--- config.mk ---
export PLATFORM = sky130hd
export DESIGN_NAME = drm_rate_mult
export DESIGN_NICKNAME = d
export VERILOG_FILES = /design/src/common/drm_pkg.sv /design/src/rtl/drm_rate_mult.sv /design/src/rtl/drm_rate_decode.sv
export SDC_FILE = /design/constraint.sdc
export NUM_CORES = 1
export LEC_CHECK = 0
export BUFFER_PORTS_ARGS = -buffer_cell sky130_fd_sc_hd__buf_4
export CELL_PAD_IN_SITES_DETAIL_PLACEMENT = 1
export CELL_PAD_IN_SITES_GLOBAL_PLACEMENT = 1
export CORE_ASPECT_RATIO = 1.5
export CORE_MARGIN = 2
export CORE_UTILIZATION = 30
export DETAILED_ROUTE_END_ITERATION = 7
export PLACE_DENSITY_LB_ADDON = 0.1
export SKIP_CTS_REPAIR_TIMING = 1
export SYNTH_ARGS = -nofsm -noshare
export SYNTH_HDL_FRONTEND = slang
export SYNTH_SLANG_ARGS = --single-unit
--- constraint.sdc ---
create_clock -name clk -period 3 [get_ports clk]
set_clock_uncertainty 0.2 [all_clocks]
set_input_delay 0.3 -clock clk [delete_from_list [all_inputs] [get_ports clk]]
set_output_delay 0.3 -clock clk [all_outputs]
set_load 0.005 [all_outputs]
--- src/common/drm_pkg.sv ---
// Purpose: Shared constants and types for the decade rate multiplier.
// Assumes: Avalon-MM byte addresses, 32-bit data, one word per register.
// Notes: Summary of operation follows.
// Summary of operation
// - Counter advances only when clear, strobe, nine, enable low.
// - M output pulses per ten enabled clocks.
// - Rate M weighted eight, four, two, one.
// - Rate zero keeps Z high, no pulses.
// - Strobed-off decode passes inverted unity input to Y.
// - Strobe high blocks rate pulses; low passes them.
// - Clear holds zero; Y low, Z, enable high. Here Y is low only while unity is high.
// - Codes above nine give eight or nine pulses.
// - Rate may change while running; current value used.
// - Unity low forces Y high; else Y is not-Z.
package drm_pkg;

    // Register byte offsets
    localparam logic [3:0] DRM_ADDR_CTRL = 4'h0;
    localparam logic [3:0] DRM_ADDR_RATE = 4'h4;
    localparam logic [3:0] DRM_ADDR_STATUS = 4'h8;
    localparam logic [3:0] DRM_ADDR_TALLY = 4'hc;

    // Control register field positions
    localparam int DRM_CTRL_CLEAR = 0;
    localparam int DRM_CTRL_STROBE = 1;
    localparam int DRM_CTRL_NINE = 2;
    localparam int DRM_CTRL_HOLD = 3;
    localparam int DRM_CTRL_RATE_SEL = 4;
    localparam int DRM_CTRL_W = 5;

    // Status register field positions
    localparam int DRM_STAT_Z = 4;
    localparam int DRM_STAT_Y = 5;
    localparam int DRM_STAT_EN = 6;
    localparam int DRM_STAT_ADV = 7;

    // Values after reset
    localparam logic [4:0] DRM_CTRL_RESET = 5'h00;
    localparam logic [3:0] DRM_RATE_RESET = 4'h0;

    // Decade counter states, binary coded
    typedef enum logic [3:0] {
        DRM_S0 = 4'h0,
        DRM_S1 = 4'h1,
        DRM_S2 = 4'h2,
        DRM_S3 = 4'h3,
        DRM_S4 = 4'h4,
        DRM_S5 = 4'h5,
        DRM_S6 = 4'h6,
        DRM_S7 = 4'h7,
        DRM_S8 = 4'h8,
        DRM_S9 = 4'h9
    } drm_count_e;

endpackage

--- src/rtl/drm_rate_mult.sv ---
// Purpose: Synchronous decade rate multiplier with Avalon-MM control.
// Assumes: All pins synchronous to clk (40 MHz); ce freezes every flop.
// Notes: Z, Y and the enable output are registered, one cycle after the
//        counter step that produced them.
`timescale 1ns/1ps
module drm_rate_mult
    import drm_pkg::*;
#(
    parameter int TALLY_W = 16
)
(
    // Clock, reset, clock enable
    input wire logic clk,
    input wire logic sys_rst,
    input wire logic ce,
    // Counter control pins
    input wire logic clear,
    input wire logic enable_n,
    input wire logic strobe,
    input wire logic set_nine,
    input wire logic unity_cascade,
    // Rate pins
    input wire logic rate_weight_one,
    input wire logic rate_weight_two,
    input wire logic rate_weight_four,
    input wire logic rate_weight_eight,
    // Outputs
    output logic z_out,
    output logic y_out,
    output logic enable_out_n,
    // Avalon-MM slave
    input wire logic [3:0] avs_address,
    input wire logic avs_read,
    input wire logic avs_write,
    input wire logic [31:0] avs_writedata,
    input wire logic [3:0] avs_byteenable,
    output logic [31:0] avs_readdata,
    output logic avs_waitrequest
);

    // Software control and rate registers
    logic [DRM_CTRL_W-1:0] ctrl_reg;
    logic [3:0] rate_sw_reg;
    // Pulse tally readable by software
    logic [TALLY_W-1:0] tally_reg;
    // Decade counter
    drm_count_e count_reg;
    drm_count_e count_next;
    // Registered outputs
    logic z_reg;
    logic y_reg;
    logic en_out_reg;
    // Bus answer phase
    logic ack_reg;
    logic [31:0] rdata_reg;

    // Effective controls, pin ORed with software bit
    logic clear_eff;
    logic strobe_eff;
    logic nine_eff;
    logic hold_eff;
    logic [3:0] rate_pins; // Rate as seen on the pins
    logic [3:0] rate_code; // Rate actually decoded
    logic adv; // Counter steps this cycle
    logic hit; // Decode gates fire for this state
    logic z_next;
    logic wr_take; // Write takes effect this edge
    logic rd_take; // Read data latched this edge
    logic tally_clr; // Software clears the tally

    // Pins combine with software so either may inhibit the counter
    assign clear_eff = clear | ctrl_reg[DRM_CTRL_CLEAR];
    assign strobe_eff = strobe | ctrl_reg[DRM_CTRL_STROBE];
    assign nine_eff = set_nine | ctrl_reg[DRM_CTRL_NINE];
    assign hold_eff = enable_n | ctrl_reg[DRM_CTRL_HOLD];

    // Weighted code, eight four two one
    assign rate_pins = {rate_weight_eight, rate_weight_four,
        rate_weight_two, rate_weight_one};
    // Read live every cycle, so variable rates are followed at once
    assign rate_code = ctrl_reg[DRM_CTRL_RATE_SEL] ? rate_sw_reg : rate_pins;

    // Counting needs all four controls low
    assign adv = ce & ~clear_eff & ~strobe_eff & ~nine_eff & ~hold_eff;

    // Rate decoding gates
    drm_rate_decode u_decode (
        .count(count_reg),
        .rate(rate_code),
        .hit(hit)
    );

    // Z low for one clock per decoded state; strobe blocks the gates
    assign z_next = ~(adv & ~strobe_eff & hit);

    // Next counter state; clear beats set-to-nine beats counting
    always_comb begin
        count_next = count_reg;
        if (clear_eff) begin
            count_next = DRM_S0;
        end else if (nine_eff) begin
            count_next = DRM_S9;
        end else if (adv) begin
            case (count_reg)
                DRM_S0: count_next = DRM_S1;
                DRM_S1: count_next = DRM_S2;
                DRM_S2: count_next = DRM_S3;
                DRM_S3: count_next = DRM_S4;
                DRM_S4: count_next = DRM_S5;
                DRM_S5: count_next = DRM_S6;
                DRM_S6: count_next = DRM_S7;
                DRM_S7: count_next = DRM_S8;
                DRM_S8: count_next = DRM_S9;
                DRM_S9: count_next = DRM_S0;
                // Illegal codes fall back to zero
                default: count_next = DRM_S0;
            endcase
        end
    end

    // Decade counter register
    always_ff @(posedge clk or posedge sys_rst) begin
        if (sys_rst) begin
            count_reg <= DRM_S0;
        end else if (ce) begin
            count_reg <= count_next;
        end
    end

    // Z output, high when idle or rate zero
    always_ff @(posedge clk or posedge sys_rst) begin
        if (sys_rst) begin
            z_reg <= 1'b1;
        end else if (ce) begin
            z_reg <= z_next;
        end
    end

    // Y is NAND of Z and unity: low unity inhibits Y, else Y is not-Z;
    // with the strobe high Z stays high so Y follows unity inverted.
    always_ff @(posedge clk or posedge sys_rst) begin
        if (sys_rst) begin
            y_reg <= 1'b1;
        end else if (ce) begin
            y_reg <= ~(z_next & unity_cascade);
        end
    end

    // Enable output goes low for the step that closes a decade,
    // so a chained stage steps once per ten of ours.
    always_ff @(posedge clk or posedge sys_rst) begin
        if (sys_rst) begin
            en_out_reg <= 1'b1;
        end else if (ce) begin
            en_out_reg <= ~(adv & (count_reg == DRM_S9));
        end
    end

    assign z_out = z_reg;
    assign y_out = y_reg;
    assign enable_out_n = en_out_reg;

    // Bus handshake: first edge latches read data, second edge completes
    // Trade-off: one wait state for every access keeps decode off the
    // readdata path.
    assign avs_waitrequest = (avs_read | avs_write) & ~ack_reg;
    assign wr_take = ce & avs_write & ack_reg;
    assign rd_take = ce & avs_read & ~ack_reg;
    assign tally_clr = wr_take & (avs_address == DRM_ADDR_TALLY) & avs_byteenable[0];

    // Answer phase flag
    always_ff @(posedge clk or posedge sys_rst) begin
        if (sys_rst) begin
            ack_reg <= 1'b0;
        end else if (ce) begin
            ack_reg <= (avs_read | avs_write) & ~ack_reg;
        end
    end

    // Control register, low byte only
    always_ff @(posedge clk or posedge sys_rst) begin
        if (sys_rst) begin
            ctrl_reg <= DRM_CTRL_RESET;
        end else if (wr_take && avs_address == DRM_ADDR_CTRL && avs_byteenable[0]) begin
            ctrl_reg <= avs_writedata[DRM_CTRL_W-1:0];
        end
    end

    // Software rate value
    always_ff @(posedge clk or posedge sys_rst) begin
        if (sys_rst) begin
            rate_sw_reg <= DRM_RATE_RESET;
        end else if (wr_take && avs_address == DRM_ADDR_RATE && avs_byteenable[0]) begin
            rate_sw_reg <= avs_writedata[3:0];
        end
    end

    // Pulse tally; a pulse in the clearing cycle is kept
    always_ff @(posedge clk or posedge sys_rst) begin
        if (sys_rst) begin
            tally_reg <= '0;
        end else if (ce) begin
            if (!z_next) begin
                if (tally_clr) begin
                    tally_reg <= TALLY_W'(1);
                end else begin
                    tally_reg <= tally_reg + TALLY_W'(1);
                end
            end else if (tally_clr) begin
                tally_reg <= '0;
            end
        end
    end

    // Read data mux; unmapped addresses read zero
    always_ff @(posedge clk or posedge sys_rst) begin
        if (sys_rst) begin
            rdata_reg <= 32'h0000_0000;
        end else if (rd_take) begin
            case (avs_address)
                DRM_ADDR_CTRL: begin
                    rdata_reg <= {{(32-DRM_CTRL_W){1'b0}}, ctrl_reg};
                end
                DRM_ADDR_RATE: begin
                    rdata_reg <= {28'h0000000, rate_sw_reg};
                end
                DRM_ADDR_STATUS: begin
                    rdata_reg <= {24'h000000, adv, en_out_reg, y_reg, z_reg, count_reg};
                end
                DRM_ADDR_TALLY: begin
                    rdata_reg <= 32'(tally_reg);
                end
                default: begin
                    rdata_reg <= 32'h0000_0000;
                end
            endcase
        end
    end

    assign avs_readdata = rdata_reg;
endmodule

--- src/rtl/drm_rate_decode.sv ---
// Purpose: Rate decoding gates of the decade rate multiplier.
// Assumes: Counter state 0 to 9; rate code taken straight from its source.
// Notes: Combinational; weight sets chosen so pulses spread over the decade.
`timescale 1ns/1ps
module drm_rate_decode
    import drm_pkg::*;
(
    // Counter state
    input wire logic [3:0] count,
    // Weighted rate code
    input wire logic [3:0] rate,
    // Decode result
    output logic hit
);

    // Membership of the current state in each weight set
    logic in_eight; // Every state but 4 and 9
    logic in_four; // States 0, 2, 5, 7
    logic in_two; // States 1, 6
    logic in_one; // State 9 only

    // Four and two sets sit inside the eight set, so codes above nine
    // collapse to eight or nine pulses, depending only on the low bit.
    always_comb begin
        in_eight = (count != 4'h4) && (count <= 4'h8);
        in_four = 1'b0;
        in_two = 1'b0;
        in_one = 1'b0;
        case (count)
            4'h0, 4'h2, 4'h5, 4'h7: begin
                in_four = 1'b1;
            end
            4'h1, 4'h6: begin
                in_two = 1'b1;
            end
            4'h9: begin
                in_one = 1'b1;
            end
            default: begin
                in_four = 1'b0;
            end
        endcase
    end

    // AND-OR of weights against state sets
    assign hit = (rate[3] & in_eight) | (rate[2] & in_four) | (rate[1] & in_two)
        | (rate[0] & in_one);

endmodule

==> flow_summary.rst, run 1 <==
.. list-table::
   :header-rows: 1

   * - Metric
     - Value
   * - Post-layout net count
     - 360
   * - Core outline area
     - 8830 um^2
   * - Final count of pins violating max slew
     - 0
   * - Final min period
     - between 2000 and 3000 ps
   * - Number of warnings issued by yosys
     - 0
   * - Top post-synthesis cells by area
     - dfrtp_1 (42%), buf_4 (4.7%), mux2_2 (4.5%), a22o_1 (4.2%), mux2i_1 (3.3%)
   * - Top layer reached by signal wires
     - met4
   * - Routability Congestion
     - between 0.7 and 0.8
   * - Leak Pwr
     - 1.45 nW
   * - Slew of the pin with the lowest slew margin
     - about 960 ps
   * - Wire length on met2
     - 4230 um
   * - Final ANT Viol Nets
     - 0
   * - Met1 wire length
     - roughly 3000 um
   * - Via count
     - roughly 2200
   * - Mean Syn Cell Area
     - around 11 um^2
   * - Summed area of non-filler cells in the final layout
     - 3270 um^2
   * - Data arrival time of the critical path
     - between 2000 and 3000 ps
   * - Instance count along the most critical hold path
     - 2
   * - Placed Instance Area
     - 3120 um^2
   * - Hold Path End
     - count_reg[0]$_DFFE_PP0P_
   * - Critical Path Source Type
     - flip-flop
   * - Area of the die
     - about 10000 um^2
   * - #FFs+latches synth
     - 49
   * - Total power of the final layout
     - between 1.5 and 2 mW
   * - Detailed-route DRC error count
     - 0
   * - RSZ-0062 raised after global routing
     - no
   * - Wire length of the first global-routing pass
     - 12500 um
   * - Largest voltage drop on the vdd net
     - roughly 0.22 mV
   * - Count of input and output buffers
     - 43
   * - Outcome
     - finished clean
   * - Tot GR Track Use
     - between 15 and 20%
   * - Accumulated negative setup slack
     - 0 ps
   * - Placement Setup Slack
     - between 200 and 300 ps
   * - R2R Setup Slk
     - 290 ps
   * - Total wire length after detailed routing
     - around 7600 um
   * - Period utilisation layout
     - roughly 90%
   * - First drt pass iteration count
     - 4
   * - Count of final hold-check violations
     - 0
   * - Floorplan row count
     - between 40 and 50
   * - Cell taking the most area after synthesis
     - dfrtp_1
   * - Number of top-level pins
     - 90
   * - Total congestion overflow
     - 0
   * - CTS tree
     - yes
   * - Worst flop-to-flop path startpoint
     - count_reg[0]$_DFFE_PP0P_
   * - Max Fclk
     - ~0.37 GHz
   * - Count of flip-flops with a built-in enable after synthesis
     - 0
   * - DIE WIDTH
     - between 80 and 90 um
   * - Share of the synthesized area in the top cell type
     - approximately 42%
   * - Synth Flop Type
     - dfrtp_1
   * - Antenna diode count
     - 0
   * - Required time at the endpoint of the critical path
     - approximately 3000 ps
   * - Proportion of register bits with asynchronous set or reset after synthesis
     - 100%
   * - Setup-failing EPs final
     - 0
   * - Endpoint of the most critical register-to-register path
     - tally_reg[7]$_DFFE_PP0P_
   * - Share of layout cells above drive strength 1
     - between 30 and 40%
   * - Register-to-Register Path Depth
     - 7
   * - Mapped Cells
     - 252
   * - Sequential element share of the synthesized area
     - 45.0%
   * - Number of buffers added by the clock tree synthesis step
     - 5
   * - Antenna violations before repair
     - 0
   * - Iteration-0 DRC Markers
     - roughly 70
   * - Worst Min Path Start
     - clear
   * - Number of unique standard cell types used by synthesis
     - roughly 50
   * - Starting density of the core
     - 31.0%
   * - Worst-path fanout max
     - 14
   * - Power per unit of standard cell area
     - between 400 and 500 nW/um^2
   * - Clk slew on worst S/H paths
     - 60 ps
   * - Met3 WL post-DR
     - 208 um
   * - Max clock buf depth
     - 2
   * - Via count of the first global-routing pass
     - about 2300
   * - Vias per inst
     - approximately 5.2
   * - Wire per inst
     - between 15 and 20 um
   * - Count of filler cells inserted in the layout
     - approximately 1000
   * - Post-synthesis instance area
     - between 2000 and 3000 um^2
   * - Final worst slack
     - just under 300 ps
   * - Worst setup path class
     - reg -> reg
   * - Skew-Pair Late Insertion Delay
     - roughly 290 ps
   * - Floorplan die height
     - around 120 um
   * - Max-Cap Viols
     - 0
   * - H-tree level count
     - 2
   * - Pin count of the biggest net entering global routing
     - 32
   * - Tightest Hold Check Type
     - in -> reg
   * - Setup crit end kind
     - flip-flop
   * - Worst max-slew margin expressed relative to the limit
     - a little over a third
   * - Post-detailed-placement half-perimeter wirelength
     - slightly below 6000 um
   * - Area added between synthesis and finish
     - 19.6%
   * - Total clock sinks
     - 49
   * - Clock root cell
     - clkbuf_16
## cell families (layout without fill, tap and decap cells)
group,after synthesis,after routing,share of synthesized area [%]
muxes,24,24,11.1
other,1,16,0.137
xor gates and xnor gates,2,2,0.641
adders and majority gates,6,6,2.75
buffers and inverters,32,65,7.74
AOI/OAI and AO/OA,60,60,15.8
and+or+nand+nor,78,78,16.8
DFF,49,49,45.0
## metal layers
layer  track usage, %  vias to the layer above
met1             19.0                     1104
met3             2.98                        8
met2             31.6                       35
met5                0                        -
li1                 -                     1005
met4             5.10                        0
## metrics by stage
step                      hold slack (ps)  utilization, %  std cells
final                                25.9            37.0        410
after global routing                 31.1            37.0        410
after CTS                            -174            36.9        409
after detailed placement              139            35.3        402
after global placement                127            35.3        402
after floorplan                       197               -        267
## how the worst max path moves through the flow
stage | startpoint | endpoint | slack, ps | cells past startpoint
floorplan | count_reg[0]$_DFFE_PP0P_ | tally_reg[11]$_DFFE_PP0P_ | 640 | 7
global placement | count_reg[0]$_DFFE_PP0P_ | tally_reg[7]$_DFFE_PP0P_ | 270 | 7
detailed placement | count_reg[0]$_DFFE_PP0P_ | tally_reg[7]$_DFFE_PP0P_ | 270 | 7
CTS | count_reg[0]$_DFFE_PP0P_ | tally_reg[7]$_DFFE_PP0P_ | 250 | 7
global route | count_reg[0]$_DFFE_PP0P_ | tally_reg[4]$_DFFE_PP0P_ | 40 | 7
finish | count_reg[0]$_DFFE_PP0P_ | tally_reg[7]$_DFFE_PP0P_ | 290 | 7
## placed cells by master (no fill, tap or decap), types with 2 or more instances in the layout
master,synthesis,final
nor2_1,9,9
ha_1,6,6
mux2i_1,9,9
mux4_2,4,4
o41ai_1,2,2
or3_2,2,2
and2_2,2,2
mux2_2,11,11
dfrtp_1,46,46
nor4_1,3,3
o31ai_1,6,6
nor3_2,2,2
nand4_1,7,7
inv_1,7,6
nand3b_1,2,2
a21oi_1,15,15
o21ai_0,15,15
a22o_1,13,13
and3_2,4,4
nand3_1,4,4
or3_1,7,7
nor3_1,3,3
dfstp_2,3,3
clkbuf_16,0,5
conb_1,1,16
nand2_1,20,20
buf_4,17,50
or4_1,5,5
## where the power goes
group          total [mW]  switching, mW  internal [mW]
Clock               0.569          0.240          0.328
Sequential          0.774         0.0658          0.708
Combinational       0.279          0.147          0.133
## worst max-delay path, stage by stage, from the launching register on
cell and delay [ps]:
dfrtp_1 460, inv_1 130, ha_1 270, mux2_2 370, o22ai_2 270, o31ai_2 240
or4_1 550, a21oi_1 150
## synthesized netlist by cell type, drive strengths merged, types with 2 or more instances
cell type / count
a21oi: 15
a22o: 13
and2: 2
and3: 5
buf: 22
clkbuf: 3
dfrtp: 46
dfstp: 3
ha: 6
inv: 7
mux2: 11
mux2i: 9
mux4: 4
nand2: 20
nand3: 4
nand3b: 2
nand4: 7
nor2: 9
nor3: 6
nor4: 4
o21ai: 16
o31ai: 7
o41ai: 2
or3: 9
or4: 5
## final cells by class
| cell class | count | area, um^2 | share of cell area (%) |
|---|---|---|---|
| flip-flops and latches | 49 | 1230 | 37.6 |
| repair buffers | 51 | 385 | 11.8 |
| clock buffers | 7 | 143 | 4.36 |
| inverters | 7 | 26.3 | 0.804 |
| well taps | 110 | 138 | 4.21 |
| multi-input cells | 186 | 1350 | 41.2 |
Power figures use the tool's default switching activity.
==> run 2: changes to the inputs <==
--- a/config.mk
+++ b/config.mk
@@ -10,8 +10,9 @@
 export CELL_PAD_IN_SITES_GLOBAL_PLACEMENT = 1
 export CORE_ASPECT_RATIO = 1.5
 export CORE_MARGIN = 2
-export CORE_UTILIZATION = 30
+export CORE_UTILIZATION = 38
 export DETAILED_ROUTE_END_ITERATION = 7
+export GPL_TIMING_DRIVEN = 0
 export PLACE_DENSITY_LB_ADDON = 0.1
 export SKIP_CTS_REPAIR_TIMING = 1
 export SYNTH_ARGS = -nofsm -noshare
==> flow_summary.rst, run 2 (synthesis gave the netlist of run 1 again) <==
.. list-table::
   :header-rows: 1

   * - Metric
     - Value
   * - Wire per inst
     - 17.9 um (-3.3%)
   * - Worst setup path class
     - reg -> reg
   * - Number of placed cells counting well taps
     - 388 (-3.5%)
   * - Leak Pwr
     - 1.51 nW (+4.5%)
   * - Count of input and output buffers
     - 42 (-2.3%)
   * - Count of filler cells inserted in the layout
     - 780 (-23%)
   * - Wire length of the first global-routing pass
     - 11300 um (-9.9%)
   * - DIE WIDTH
     - 73.2 um (-11%)
   * - Placed Instance Area
     - 3220 um^2 (+3.4%)
   * - RSZ-0062 raised after global routing
     - no
   * - Count of final hold-check violations
     - 0 (unchanged)
   * - Placement Setup Slack
     - 368 ps (+92.8 ps)
   * - Final count of pins violating max slew
     - 0 (unchanged)
   * - CTS tree
     - yes
   * - Data arrival time of the critical path
     - 2640 ps (-90 ps)
   * - Via count of the first global-routing pass
     - 2166 (-6.9%)
   * - Via count
     - 2175 (+1.1%)
   * - Number of top-level pins
     - 90 (unchanged)
   * - Combined flip-flop and latch cell area
     - 1230 um^2 (unchanged)
   * - Tightest Hold Check Type
     - in -> reg
   * - Finished Layout Cells
     - 397 (-3.2%)
   * - Tot GR Track Use
     - 18.9% (+1.9 points)
   * - Pin count of the biggest net entering global routing
     - 33 (+3.1%)
   * - Final core utilization
     - 48.3% (+11 points)
   * - Worst max-slew margin expressed relative to the limit
     - 46.4% (+11 points)
   * - Antenna violations before repair
     - 0 (unchanged)
   * - Floorplan row count
     - 37 (-12%)
   * - Critical Path Source Type
     - flip-flop
   * - Required time at the endpoint of the critical path
     - 3030 ps (about the same)
   * - Worst-path fanout max
     - 10 (-4)
   * - Total clock sinks
     - 49 (unchanged)
   * - Final min period
     - 2610 ps (-100 ps)
   * - First drt pass iteration count
     - 4 (unchanged)
   * - Clk slew on worst S/H paths
     - 80 ps (+20 ps)
   * - Accumulated negative setup slack
     - 0 ps (unchanged)
   * - Final worst slack
     - 388 ps (+100 ps)
   * - Most frequent standard cell in the layout excluding fill and tap cells
     - buf_4
   * - Area of combinational cells with multiple inputs
     - 1350 um^2 (+0.46%)
   * - Floorplan die height
     - 108 um (-11%)
   * - Share of layout cells above drive strength 1
     - 34.5% (+3.5 points)
   * - Number of buffers added by the clock tree synthesis step
     - 5 (unchanged)
   * - Vias per inst
     - 5.48 (+4.4%)
   * - Max clock buf depth
     - 2 (unchanged)
   * - Total wire length after detailed routing
     - 7100 um (-6.4%)
   * - Skew-Pair Late Insertion Delay
     - 310 ps (+20 ps)
   * - Iteration-0 DRC Markers
     - 57 (-16%)
   * - Antenna diode count
     - 0 (unchanged)
   * - Max Fclk
     - 0.383 GHz (+3.8%)
   * - Slew of the pin with the lowest slew margin
     - 797 ps (-162 ps)
   * - Detailed-route DRC error count
     - 0 (unchanged)
   * - Area added between synthesis and finish
     - 21.9%
   * - Outcome
     - finished clean
   * - Area of the die
     - 7900 um^2 (-20%)
   * - Setup crit end kind
     - flip-flop
   * - Final ANT Viol Nets
     - 0 (unchanged)
   * - Period utilisation layout
     - 87.1% (-3.3 points)
   * - Setup-failing EPs final
     - 0 (unchanged)
   * - Power per unit of standard cell area
     - 450 nW/um^2 (-9.4%)
   * - Most used cells in the layout excluding fill and tap cells
     - buf_4 (59), dfrtp_1 (46), nand2_1 (20)
   * - H-tree level count
     - 2 (unchanged)
   * - Clock root cell
     - clkbuf_8
   * - Summed area of non-filler cells in the final layout
     - 3330 um^2 (+1.9%)
   * - Starting density of the core
     - 39.6% (+8.7 points)
   * - Routability Congestion
     - 0.818 (+5.6%)
   * - Total congestion overflow
     - 0 (unchanged)
   * - Post-detailed-placement half-perimeter wirelength
     - 5510 um (-4.6%)
   * - Max-Cap Viols
     - 0 (unchanged)
   * - Post-layout net count
     - 378 (+5.0%)
   * - Largest voltage drop on the vdd net
     - 0.204 mV (-8.2%)
   * - Core outline area
     - 6900 um^2 (-22%)
[run 2: stage by stage]
step / total power, mW / hold slack (ps)
floorplan: 0.966 / 197
global placement: 1.08 / 277
detailed placement: 1.09 / 125
CTS: 1.51 / -214
global route: 1.57 / 7.15
finish: 1.50 / 10.4
[run 2: power breakdown]
part           internal, mW  switching [mW]  total, mW
sequential            0.708          0.0550      0.763
combinational         0.151           0.159      0.310
clock                 0.188           0.238      0.426
[run 2: path summary, 6_finish.rpt]
kind	startpoint	end	slack (ps)	cells past startpoint
min reg2reg	avs_readdata[6]$_DFFE_PP0P_	avs_readdata[6]$_DFFE_PP0P_	300	2
max reg2reg	count_reg[0]$_DFFE_PP0P_	tally_reg[3]$_DFFE_PP0P_	390	8
min	clear	count_reg[0]$_DFFE_PP0P_	10	2
min in group asynchronous	sys_rst	avs_readdata[8]$_DFFE_PP0P_	330	3
max in group asynchronous	sys_rst	enable_out_n$_DFFE_PP1P_	1680	4
max	count_reg[0]$_DFFE_PP0P_	tally_reg[3]$_DFFE_PP0P_	390	8
[run 2: per-layer routing]
layer  track usage, %  part of all wire [%]  wire [um]  vias to the layer above
met5                0                     0          0                        -
met4             5.16                   1.1         80                        0
met3             3.18                   3.0        216                        6
met2             34.8                    56       3960                       38
met1             21.8                    40       2840                     1091
li1                 -                     -          -                     1040
[run 2: final cells by class]
cell class / instances / share of cell area (%)
clock inverter: 1 / 0.225
buffer: 25 / 5.56
tap: 78 / 2.93
inverter: 7 / 0.789
multi-input combinational: 186 / 40.6
sequential: 49 / 36.9
timing repair buffer: 44 / 10.4
clock buffer: 7 / 2.59
[run 2: worst max-delay path: stages, from the launching register on]
cell and delay, ps:
dfrtp_1 450, inv_1 120, ha_1 270, mux2_2 370, o22ai_2 270, o31ai_2 150, buf_2 220, or3_1 360
a21oi_1 140
